### src/common/dbl_pkg.sv
// Constants and types shared by the converter bank and its processor-side master
//------------------------------------------------------------
// Overview of operation
//------------------------------------------------------------
package dbl_pkg;
	// ------------------------------------------------------------
	// Port addresses and select codes
	// ------------------------------------------------------------
	localparam logic [7:0] DBL_ADDR_LOW = 8'hb5;
	localparam logic [7:0] DBL_ADDR_HIGH = 8'hb6;
	localparam logic [7:0] DBL_ADDR_SEL = 8'hb7;
	localparam logic [7:0] DBL_ADDR_PWR = 8'hf1;
	localparam int DBL_PWR_CONV_BIT = 6;
	localparam logic [7:0] DBL_PWR_RESET = 8'h00;
	localparam logic [7:0] DBL_SEL_LAST_DATA = 8'h03;
	localparam logic [7:0] DBL_SEL_CTL01 = 8'h04;
	localparam logic [7:0] DBL_SEL_CTL23 = 8'h05;
	localparam logic [7:0] DBL_SEL_LOAD = 8'h06;
	localparam logic [7:0] DBL_SEL_RESET = 8'h00;
	// ------------------------------------------------------------
	// Control fields and reset values
	// ------------------------------------------------------------
	localparam int DBL_CTL_FLAG = 7;
	localparam int DBL_CTL_DETECT = 6;
	localparam int DBL_CTL_IDIS = 5;
	localparam int DBL_CTL_REF = 2;
	localparam int DBL_CTL_MODE = 0;
	localparam logic [7:0] DBL_CTL01_RESET = 8'h63;
	localparam logic [7:0] DBL_CTL23_RESET = 8'h03;
	localparam logic [7:0] DBL_LOAD_RESET = 8'h00;
	localparam logic [15:0] DBL_DATA_RESET = 16'h0000;
	localparam int DBL_OC_TICKS = 3;
	localparam int DBL_CHANNELS = 4;
	localparam int DBL_IDAC_CHANNELS = 2;
	// ------------------------------------------------------------
	// Modes and decode targets
	// ------------------------------------------------------------
	typedef enum logic [1:0] {
		DBL_LD_DIRECT = 2'b00,
		DBL_LD_MS = 2'b01,
		DBL_LD_HMS = 2'b10,
		DBL_LD_SYNC = 2'b11
	} dbl_load_t;
	typedef enum logic [1:0] {
		DBL_OM_NORMAL = 2'b00,
		DBL_OM_1K = 2'b01,
		DBL_OM_100K = 2'b10,
		DBL_OM_HIZ = 2'b11
	} dbl_omode_t;
	typedef enum logic [2:0] {
		DBL_T_DATA = 3'b000,
		DBL_T_CTL01 = 3'b001,
		DBL_T_CTL23 = 3'b010,
		DBL_T_LOAD = 3'b011,
		DBL_T_NONE = 3'b100
	} dbl_target_t;
	typedef logic [3:0][15:0] dbl_codes_t;
	typedef logic [3:0][1:0] dbl_modes_t;
	// ------------------------------------------------------------
	// Master APB map
	// ------------------------------------------------------------
	localparam logic [11:0] DBL_APB_CMD = 12'h000;
	localparam logic [11:0] DBL_APB_STAT = 12'h004;
	localparam int DBL_CMD_DATA_LSB = 0;
	localparam int DBL_CMD_ADDR_LSB = 8;
	localparam int DBL_CMD_WRITE = 16;
	localparam int DBL_STAT_BUSY = 0;
	localparam int DBL_STAT_DATA_LSB = 8;
endpackage

### src/common/dbl_sfr_if.sv
// Special-function register link between processor master and converter bank
`timescale 1ns/100ps
interface dbl_sfr_if (
	input logic pclk, // Shared clock
	input logic presetn // Shared reset, active low
);
	logic [7:0] addr;
	logic wr;
	logic rd;
	logic [7:0] wdata;
	logic [7:0] rdata;
	logic pd_conv;
	modport device (input addr, input wr, input rd, input wdata, input pd_conv, output rdata);
	modport host (output addr, output wr, output rd, output wdata, output pd_conv, input rdata);
endinterface // dbl_sfr_if

### src/rtl/dbl_oc_guard.sv
// Over-current qualification and latched shutdown for one current output
`timescale 1ns/100ps
module dbl_oc_guard #(
	parameter int TICKS = dbl_pkg::DBL_OC_TICKS
) (
	input logic pclk, // Clock
	input logic presetn, // Async reset, active low
	input logic over_current, // Synchronised condition level
	input logic detect_en, // Detection enable
	input logic ms_tick, // Millisecond tick pulse
	input logic clear_req, // Zero written to flag
	output logic flag, // Over-range flag readback
	output logic shutdown // Outputs forced off
);
	import dbl_pkg::*;
	localparam int CW = $clog2(TICKS + 1);
	logic [CW-1:0] cnt_q, cnt_d;
	logic trip_q, trip_d;
	logic set;

	always_comb begin
		cnt_d = cnt_q;
		trip_d = trip_q;
		if (!over_current || !detect_en) begin
			cnt_d = '0;
		end else if (ms_tick && cnt_q != CW'(TICKS)) begin
			cnt_d = cnt_q + CW'(1);
		end
		set = (cnt_d == CW'(TICKS));
		// Clear refused while condition persists
		if (clear_req && !over_current) begin
			trip_d = 1'b0;
		end
		// Set wins over a clear in the same cycle
		if (set) begin
			trip_d = 1'b1;
		end
	end

	always_ff @(posedge pclk or negedge presetn) begin
		if (!presetn) begin
			cnt_q <= '0;
			trip_q <= 1'b0;
		end else begin
			cnt_q <= cnt_d;
			trip_q <= trip_d;
		end
	end

	assign flag = detect_en ? trip_q : (trip_q | over_current);
	assign shutdown = trip_q;
endmodule // dbl_oc_guard

### src/rtl/dbl_dac_bank.sv
// Converter bank end: indirect ports, buffers, load modes and output control
//
// The special-function register port was chosen for this implementation.
`timescale 1ns/100ps
module dbl_dac_bank (
	input logic pclk, // Processor clock
	input logic presetn, // Async reset, active low
	dbl_sfr_if.device sfr, // Special-function register link
	input logic millisecond_tick, // One-cycle tick
	input logic hundred_ms_tick, // One-cycle tick
	input logic [1:0] over_current_raw, // Comparator levels, asynchronous
	output dbl_pkg::dbl_codes_t dac_code, // Output registers
	output logic [3:0] reference_select, // 1 selects reference pin
	output dbl_pkg::dbl_modes_t output_mode, // Stored output modes
	output logic [3:0] voltage_enable, // Voltage output driving
	output logic [1:0] current_enable // Current output driving
);
	import dbl_pkg::*;

	// ------------------------------------------------------------
	// Select decode
	// ------------------------------------------------------------
	function automatic dbl_target_t target_of(input logic [7:0] sel);
		if (sel <= DBL_SEL_LAST_DATA) begin
			target_of = DBL_T_DATA;
		end else if (sel == DBL_SEL_CTL01) begin
			target_of = DBL_T_CTL01;
		end else if (sel == DBL_SEL_CTL23) begin
			target_of = DBL_T_CTL23;
		end else if (sel == DBL_SEL_LOAD) begin
			target_of = DBL_T_LOAD;
		end else begin
			target_of = DBL_T_NONE;
		end
	endfunction

	// ------------------------------------------------------------
	// State
	// ------------------------------------------------------------
	logic [7:0] sel_q, sel_d;
	dbl_codes_t buf_q, buf_d;
	dbl_codes_t out_q, out_d;
	logic [7:0] load_q, load_d;
	logic [3:0] ref_q, ref_d;
	dbl_modes_t mode_q, mode_d;
	logic [1:0] det_q, det_d;
	logic [1:0] idis_q, idis_d;
	logic [7:0] rdata_q, rdata_d;
	logic [1:0] oc_s1_q, oc_s2_q, oc_s3_q;
	logic [1:0] oc_q, oc_d;
	logic [1:0] clr_req;
	logic [1:0] flag;
	logic [1:0] shutdown;
	logic [3:0] shut4;
	logic wr_ok, wr_low, wr_high, wr_sel;
	dbl_target_t tgt;
	logic [1:0] ch_sel;
	logic [7:0] rd_low, rd_high;

	assign wr_ok = sfr.wr & ~sfr.pd_conv;
	assign wr_low = wr_ok && sfr.addr == DBL_ADDR_LOW;
	assign wr_high = wr_ok && sfr.addr == DBL_ADDR_HIGH;
	assign wr_sel = wr_ok && sfr.addr == DBL_ADDR_SEL;
	assign tgt = target_of(sel_q);
	assign ch_sel = sel_q[1:0];

	// ------------------------------------------------------------
	// Over-current qualification
	// ------------------------------------------------------------
	always_comb begin
		oc_d = oc_q;
		// Change taken once the later two stages agree
		for (int i = 0; i < DBL_IDAC_CHANNELS; i++) begin
			if (oc_s2_q[i] == oc_s3_q[i]) begin
				oc_d[i] = oc_s2_q[i];
			end
		end
		clr_req = '0;
		if (tgt == DBL_T_CTL01 && !sfr.wdata[DBL_CTL_FLAG]) begin
			clr_req[0] = wr_low;
			clr_req[1] = wr_high;
		end
	end

	always_ff @(posedge pclk or negedge presetn) begin
		if (!presetn) begin
			oc_s1_q <= '0;
			oc_s2_q <= '0;
			oc_s3_q <= '0;
			oc_q <= '0;
		end else begin
			oc_s1_q <= over_current_raw;
			oc_s2_q <= oc_s1_q;
			oc_s3_q <= oc_s2_q;
			oc_q <= oc_d;
		end
	end

	for (genvar g = 0; g < DBL_IDAC_CHANNELS; g++) begin : g_guard
		dbl_oc_guard #(
			.TICKS(DBL_OC_TICKS)
		) u_guard (
			.pclk(pclk),
			.presetn(presetn),
			.over_current(oc_q[g]),
			.detect_en(det_q[g]),
			.ms_tick(millisecond_tick),
			.clear_req(clr_req[g]),
			.flag(flag[g]),
			.shutdown(shutdown[g])
		);
	end

	// ------------------------------------------------------------
	// Register writes and output loading
	// ------------------------------------------------------------
	always_comb begin
		sel_d = sel_q;
		buf_d = buf_q;
		out_d = out_q;
		load_d = load_q;
		ref_d = ref_q;
		mode_d = mode_q;
		det_d = det_q;
		idis_d = idis_q;
		if (wr_sel) begin
			sel_d = sfr.wdata;
		end
		unique case (tgt)
			DBL_T_DATA: begin
				if (wr_high) begin
					buf_d[ch_sel][15:8] = sfr.wdata;
				end
				if (wr_low) begin
					buf_d[ch_sel][7:0] = sfr.wdata;
				end
			end
			DBL_T_CTL01: begin
				// Flag bit is not stored; shutdown lives in the guard
				if (wr_low) begin
					det_d[0] = sfr.wdata[DBL_CTL_DETECT];
					idis_d[0] = sfr.wdata[DBL_CTL_IDIS];
					ref_d[0] = sfr.wdata[DBL_CTL_REF];
					mode_d[0] = sfr.wdata[DBL_CTL_MODE +: 2];
				end
				if (wr_high) begin
					det_d[1] = sfr.wdata[DBL_CTL_DETECT];
					idis_d[1] = sfr.wdata[DBL_CTL_IDIS];
					ref_d[1] = sfr.wdata[DBL_CTL_REF];
					mode_d[1] = sfr.wdata[DBL_CTL_MODE +: 2];
				end
			end
			DBL_T_CTL23: begin
				if (wr_low) begin
					ref_d[2] = sfr.wdata[DBL_CTL_REF];
					mode_d[2] = sfr.wdata[DBL_CTL_MODE +: 2];
				end
				if (wr_high) begin
					ref_d[3] = sfr.wdata[DBL_CTL_REF];
					mode_d[3] = sfr.wdata[DBL_CTL_MODE +: 2];
				end
			end
			DBL_T_LOAD: begin
				if (wr_low) begin
					load_d = sfr.wdata;
				end
			end
			DBL_T_NONE: begin
				// Writes dropped
			end
		endcase
		// Buffer value of this cycle is used; a same-cycle tick takes the old one
		for (int c = 0; c < DBL_CHANNELS; c++) begin
			unique case (dbl_load_t'(load_q[2*c +: 2]))
				DBL_LD_DIRECT: begin
					if (tgt == DBL_T_DATA && ch_sel == 2'(c) && wr_low) begin
						out_d[c] = {buf_q[c][15:8], sfr.wdata};
					end
				end
				DBL_LD_MS: begin
					if (millisecond_tick) begin
						out_d[c] = buf_q[c];
					end
				end
				DBL_LD_HMS: begin
					if (hundred_ms_tick) begin
						out_d[c] = buf_q[c];
					end
				end
				DBL_LD_SYNC: begin
				end
			endcase
			if (tgt == DBL_T_LOAD && wr_low && dbl_load_t'(sfr.wdata[2*c +: 2]) == DBL_LD_SYNC) begin
				out_d[c] = buf_q[c];
			end
		end
	end

	// ------------------------------------------------------------
	// Read path
	// ------------------------------------------------------------
	always_comb begin
		rd_low = '0;
		rd_high = '0;
		unique case (tgt)
			DBL_T_DATA: begin
				rd_low = buf_q[ch_sel][7:0];
				rd_high = buf_q[ch_sel][15:8];
			end
			DBL_T_CTL01: begin
				rd_low = {flag[0], det_q[0], idis_q[0], 2'b00, ref_q[0], mode_q[0]};
				rd_high = {flag[1], det_q[1], idis_q[1], 2'b00, ref_q[1], mode_q[1]};
			end
			DBL_T_CTL23: begin
				rd_low = {5'h00, ref_q[2], mode_q[2]};
				rd_high = {5'h00, ref_q[3], mode_q[3]};
			end
			DBL_T_LOAD: begin
				rd_low = load_q;
			end
			DBL_T_NONE: begin
			end
		endcase
		rdata_d = rdata_q;
		if (sfr.rd) begin
			if (sfr.addr == DBL_ADDR_SEL) begin
				rdata_d = sel_q;
			end else if (sfr.addr == DBL_ADDR_HIGH) begin
				rdata_d = rd_high;
			end else if (sfr.addr == DBL_ADDR_LOW) begin
				rdata_d = rd_low;
			end else begin
				rdata_d = '0;
			end
		end
	end

	always_ff @(posedge pclk or negedge presetn) begin
		if (!presetn) begin
			sel_q <= DBL_SEL_RESET;
			buf_q <= {DBL_CHANNELS{DBL_DATA_RESET}};
			out_q <= {DBL_CHANNELS{DBL_DATA_RESET}};
			load_q <= DBL_LOAD_RESET;
			ref_q <= {DBL_CTL23_RESET[DBL_CTL_REF], DBL_CTL23_RESET[DBL_CTL_REF],
				DBL_CTL01_RESET[DBL_CTL_REF], DBL_CTL01_RESET[DBL_CTL_REF]};
			mode_q <= {DBL_CTL23_RESET[DBL_CTL_MODE +: 2], DBL_CTL23_RESET[DBL_CTL_MODE +: 2],
				DBL_CTL01_RESET[DBL_CTL_MODE +: 2], DBL_CTL01_RESET[DBL_CTL_MODE +: 2]};
			det_q <= {2{DBL_CTL01_RESET[DBL_CTL_DETECT]}};
			idis_q <= {2{DBL_CTL01_RESET[DBL_CTL_IDIS]}};
			rdata_q <= '0;
		end else begin
			sel_q <= sel_d;
			buf_q <= buf_d;
			out_q <= out_d;
			load_q <= load_d;
			ref_q <= ref_d;
			mode_q <= mode_d;
			det_q <= det_d;
			idis_q <= idis_d;
			rdata_q <= rdata_d;
		end
	end

	// ------------------------------------------------------------
	// Outputs
	// ------------------------------------------------------------
	assign sfr.rdata = rdata_q;
	assign dac_code = out_q;
	assign reference_select = ref_q;
	assign output_mode = mode_q;
	assign shut4 = {2'b00, shutdown};
	for (genvar v = 0; v < DBL_CHANNELS; v++) begin : g_vout
		assign voltage_enable[v] = mode_q[v] == DBL_OM_NORMAL && !shut4[v];
	end
	for (genvar k = 0; k < DBL_IDAC_CHANNELS; k++) begin : g_iout
		assign current_enable[k] = mode_q[k] == DBL_OM_NORMAL && !idis_q[k] && !shutdown[k];
	end
endmodule // dbl_dac_bank

### src/flat_wrapper.sv
// flat-port wrapper written by rule: the top's interface ports become plain ports
module dbl_dac_bank_flat import dbl_pkg::*;
  (pclk, presetn, millisecond_tick, hundred_ms_tick, over_current_raw, dac_code, reference_select, output_mode, voltage_enable, current_enable, sfr_addr, sfr_wr, sfr_rd, sfr_wdata, sfr_pd_conv, sfr_rdata);
  dbl_sfr_if sfr_i (.pclk(pclk), .presetn(presetn));
  input logic pclk;
  input logic presetn;
  input logic millisecond_tick;
  input logic hundred_ms_tick;
  input logic [1:0] over_current_raw;
  output dbl_pkg::dbl_codes_t dac_code;
  output logic [3:0] reference_select;
  output dbl_pkg::dbl_modes_t output_mode;
  output logic [3:0] voltage_enable;
  output logic [1:0] current_enable;
  input wire logic [$bits(sfr_i.addr)-1:0] sfr_addr;
  input wire logic [$bits(sfr_i.wr)-1:0] sfr_wr;
  input wire logic [$bits(sfr_i.rd)-1:0] sfr_rd;
  input wire logic [$bits(sfr_i.wdata)-1:0] sfr_wdata;
  input wire logic [$bits(sfr_i.pd_conv)-1:0] sfr_pd_conv;
  output wire logic [$bits(sfr_i.rdata)-1:0] sfr_rdata;
  assign sfr_i.addr = sfr_addr;
  assign sfr_i.wr = sfr_wr;
  assign sfr_i.rd = sfr_rd;
  assign sfr_i.wdata = sfr_wdata;
  assign sfr_i.pd_conv = sfr_pd_conv;
  assign sfr_rdata = sfr_i.rdata;
  dbl_dac_bank u_core (.pclk(pclk), .presetn(presetn), .sfr(sfr_i), .millisecond_tick(millisecond_tick), .hundred_ms_tick(hundred_ms_tick), .over_current_raw(over_current_raw), .dac_code(dac_code), .reference_select(reference_select), .output_mode(output_mode), .voltage_enable(voltage_enable), .current_enable(current_enable));
endmodule
### config.mk
export PLATFORM = sky130hd
export DESIGN_NAME = dbl_dac_bank_flat
export DESIGN_NICKNAME = d
export VERILOG_FILES = /design/src/common/dbl_pkg.sv /design/src/common/dbl_sfr_if.sv /design/src/rtl/dbl_oc_guard.sv /design/src/rtl/dbl_dac_bank.sv /design/src/flat_wrapper.sv
export SDC_FILE = /design/constraint.sdc
export NUM_CORES = 1
export LEC_CHECK = 0
export BUFFER_PORTS_ARGS = -buffer_cell sky130_fd_sc_hd__buf_2
export CAP_MARGIN = 20
export CORE_ASPECT_RATIO = 0.75
export CORE_MARGIN = 3
export CORE_UTILIZATION = 40
export DETAILED_ROUTE_END_ITERATION = 10
export GPL_TIMING_DRIVEN = 0
export PLACE_DENSITY = 0.68
export SYNTH_ARGS = -nofsm -noshare
export SYNTH_HDL_FRONTEND = slang
export SYNTH_SLANG_ARGS = --single-unit
### constraint.sdc
create_clock -name pclk -period 6.5 [get_ports pclk]
set_input_delay 0.325 -clock pclk [delete_from_list [all_inputs] [get_ports pclk]]
set_output_delay 0.325 -clock pclk [all_outputs]
set_load 0.01 [all_outputs]
==> out/qor.txt <==
CTS tree -> yes
clock-pin slew on the worst setup and hold paths -> 0.07 ns
DR WL/cell -> 23.5 um
syn avg cell area -> 12.6 um^2
Setup Viol. Count Final -> 0
Critical Path RT -> 6.81 ns
Detailed Routing Iterations Pass 1 -> 5
number of global-route vias before repair -> 6,504
RePlAce Congestion -> 0.934
DR vias/cell -> 5.82
Fmax -> 315 MHz
R2R depth -> 6
layout cells sized above 1 -> 39.1%
Num CTS Buffers -> 17
maximum vdd drop -> 139 uV
Initial Utilization -> 41.8%
slowest stage delay, CP -> 0.66 ns
#FFs+latches synth -> 182
Post-synth top flop -> dfrtp_1
nets@finish -> 891
gr ovfl total -> 0
Slew @ Worst Pin -> 1.05 ns
WP buf/inv -> 3
synthesis-to-layout area growth -> 17.5%
CTS-repair resized insts -> 0
IO Port Bufs -> 112
Final Hold Viols -> 0
worst clock skew -> 0.0140 ns
hold depth -> 3
Setup Buffers After CTS -> 0
Startpoint Class -> flip-flop
syn nets -> 754
Die Y -> 136 um
DRC Markers -> 0
I/O pins -> 115
initial drt markers -> 616
Critical Path Slowest Stage Cell -> clkbuf_1
delay-heaviest family, CP -> buffers and inverters
row cnt -> 46
total negative slack -> 0 ns
CP Capture Type -> flip-flop
Setup CP Type -> reg2reg
CP most frequent cell -> buf_1
Netlist Area Pre-Place -> 9040 um^2
CTS sink cnt -> 182
largest net degree at the start of global routing -> 121
Final Slew Violations -> 0
core area -> 21,600 um^2
ANT nets after route -> 0
leakage power total -> 0.00504 uW
crit path cell chain -> buf_1, buf_1, clkbuf_1, mux4_2, o2111ai_1, nand3_1
final core occ -> 49.1%
Worst Path Max Fanout -> 10
Die X -> 180 um
Tcrit/Tclk final -> 48.9%
DP HPWL -> 19,400 um
clk_lat worst skew -> 0.44 ns
min-delay worst type -> in2reg
Max Buffers Root-to-Sink -> 2
most frequent cells in the layout -> dfrtp_1, mux2_2, buf_2
Post-synth ARST share -> 100%
CP Depth -> 6
H-tree depth -> 4
power density cells -> 219 nW/um^2
Max-Cap Viols -> 0
first-pass GRT wire length -> 41,000 um
Gate Count Post-Synth -> 715
synth warn -> 0
Unique masters post-synth -> 71
status -> complete, no violations
GRT Overall Usage -> 22.3%
worst hold margin -> 0.274 ns
Post-synth EDFFs -> 0
Clock Root Buffer -> clkbuf_16
routed via count -> 6,716
most common cell after layout, fill and taps aside -> dfrtp_1
WL final -> 27,100 um
initial antenna violation count -> 2
Seq/Total Area, Yosys -> 50.6%
hold-fix buffers at CTS -> 3
Max transition margin -> 29.5%
# diodes -> 0
RSZ-0062 raised after global routing -> no
Data arrival, critical path -> 3.49 ns
Tmin final -> 3.18 ns
die area -> 24,500 um^2
-- per-layer routing --
metal	GRT usage [%]	up-vias	part of all wire (%)
li1	-	2945	-
met1	34.0	3454	49
met5	0	-	0.096
met3	7.94	25	10
met2	30.2	288	40
met4	4.64	4	1.0
-- worst paths after layout --
path                                        start  slack (ns)                   to
worst max-delay path              u_core.sel_q[1]        3.32  u_core.sfr.rdata[1]
worst min-delay path                       sfr_rd        0.27  u_core.sfr.rdata[2]
worst max register to register    u_core.sel_q[1]        3.32  u_core.sfr.rdata[1]
worst min register to register  u_core.oc_s1_q[1]        0.35    u_core.oc_s2_q[1]
min in group asynchronous                 presetn        0.42  u_core.sfr.rdata[6]
max in group asynchronous                 presetn        5.12  u_core.dac_code[35]
-- power by group --
part | switching (uW) | total, uW | internal (uW)
clock network | 466 | 1020 | 556
logic | 96.1 | 143 | 46.7
registers | 11.6 | 1160 | 1150
total | 574 | 2320 | 1750
-- worst min-delay path: cells and delay by family --
family | cells | cell delay, ns
and+or+nand+nor | 1 | 0.12
AOI/OAI and AO/OA | 1 | 0.13
buffers and inverters | 1 | 0.10
-- cells in the mapped netlist (3+ instances only) --
library cell	number	share of area, %
o32a_1	12	1.3
dfstp_2	12	3.5
o31ai_1	14	1.2
nand2b_1	14	0.97
nor3_2	3	0.33
or3_1	5	0.35
a31oi_1	9	0.62
o21ai_0	5	0.28
and2_1	4	0.28
o22ai_1	8	0.55
ha_1	14	1.9
clkbuf_1	31	1.3
nor3_1	12	0.66
nor2_1	24	1.0
a2bb2oi_1	15	1.5
buf_6	3	0.37
or2_2	8	0.55
o211ai_1	3	0.25
buf_2	3	0.17
nand4_1	7	0.48
mux4_2	14	3.5
nand3b_1	16	1.3
nand2_1	28	1.2
and4_1	4	0.39
nand3_1	6	0.33
a21oi_1	7	0.39
mux2_2	133	17
buf_1	8	0.33
inv_1	15	0.62
nor4_1	7	0.48
dfrtp_1	170	47
mux2_4	8	1.3
mux2i_1	24	2.7
nor2b_1	19	1.3
-- kinds of logic after synthesis --
family / count (synthesis) / share of synthesized area (%)
DFF: 182 / 50.6
muxes: 179 / 24.0
and+or+nand+nor: 172 / 11.2
AOI/OAI and AO/OA: 103 / 9.01
buffers and inverters: 61 / 2.87
adders and majority gates: 16 / 2.16
xor gates and xnor gates: 2 / 0.194
-- cell type report --
cell class,instances,area (um^2)
inverter,15,56.3
clock buffer,21,460
buffer,46,203
clock inverter,11,115
timing repair buffer,118,644
multi-input combinational,472,4210
sequential,182,4570
fill,1958,11000
tap,288,360
-- stage by stage --
step                setup WS [ns]  power, uW  instances  cell area [um^2]
floorplan                    3.91       1240        715              9040
global placement             2.16       1310       1115              9960
detailed placement           3.27       1320       1117             10000
CTS                          3.25       2330       1152             10600
global route                 3.16       2390       1153             10600
finish                       3.32       2320       1153             10600
-- flip-flops by register name (all words and copies together), names as in the netlist --
| register | cells |
|---|---|
| u_core.oc_s2_q | 2 |
| u_core.buf_q | 64 |
| u_core.idis_q | 2 |
| u_core.oc_s3_q | 2 |
| u_core.dac_code | 64 |
| u_core.load_q | 8 |
| u_core.output_mode | 8 |
| u_core.oc_s1_q | 2 |
| u_core.oc_q | 2 |
| u_core.sel_q | 8 |
| u_core.reference_select | 4 |
| u_core.det_q | 2 |
| u_core.sfr.rdata | 8 |
| u_core.g_guard.u_guard.shutdown | 2 |
| u_core.g_guard.u_guard.cnt_q | 4 |
(Power assumes the default switching activity.)
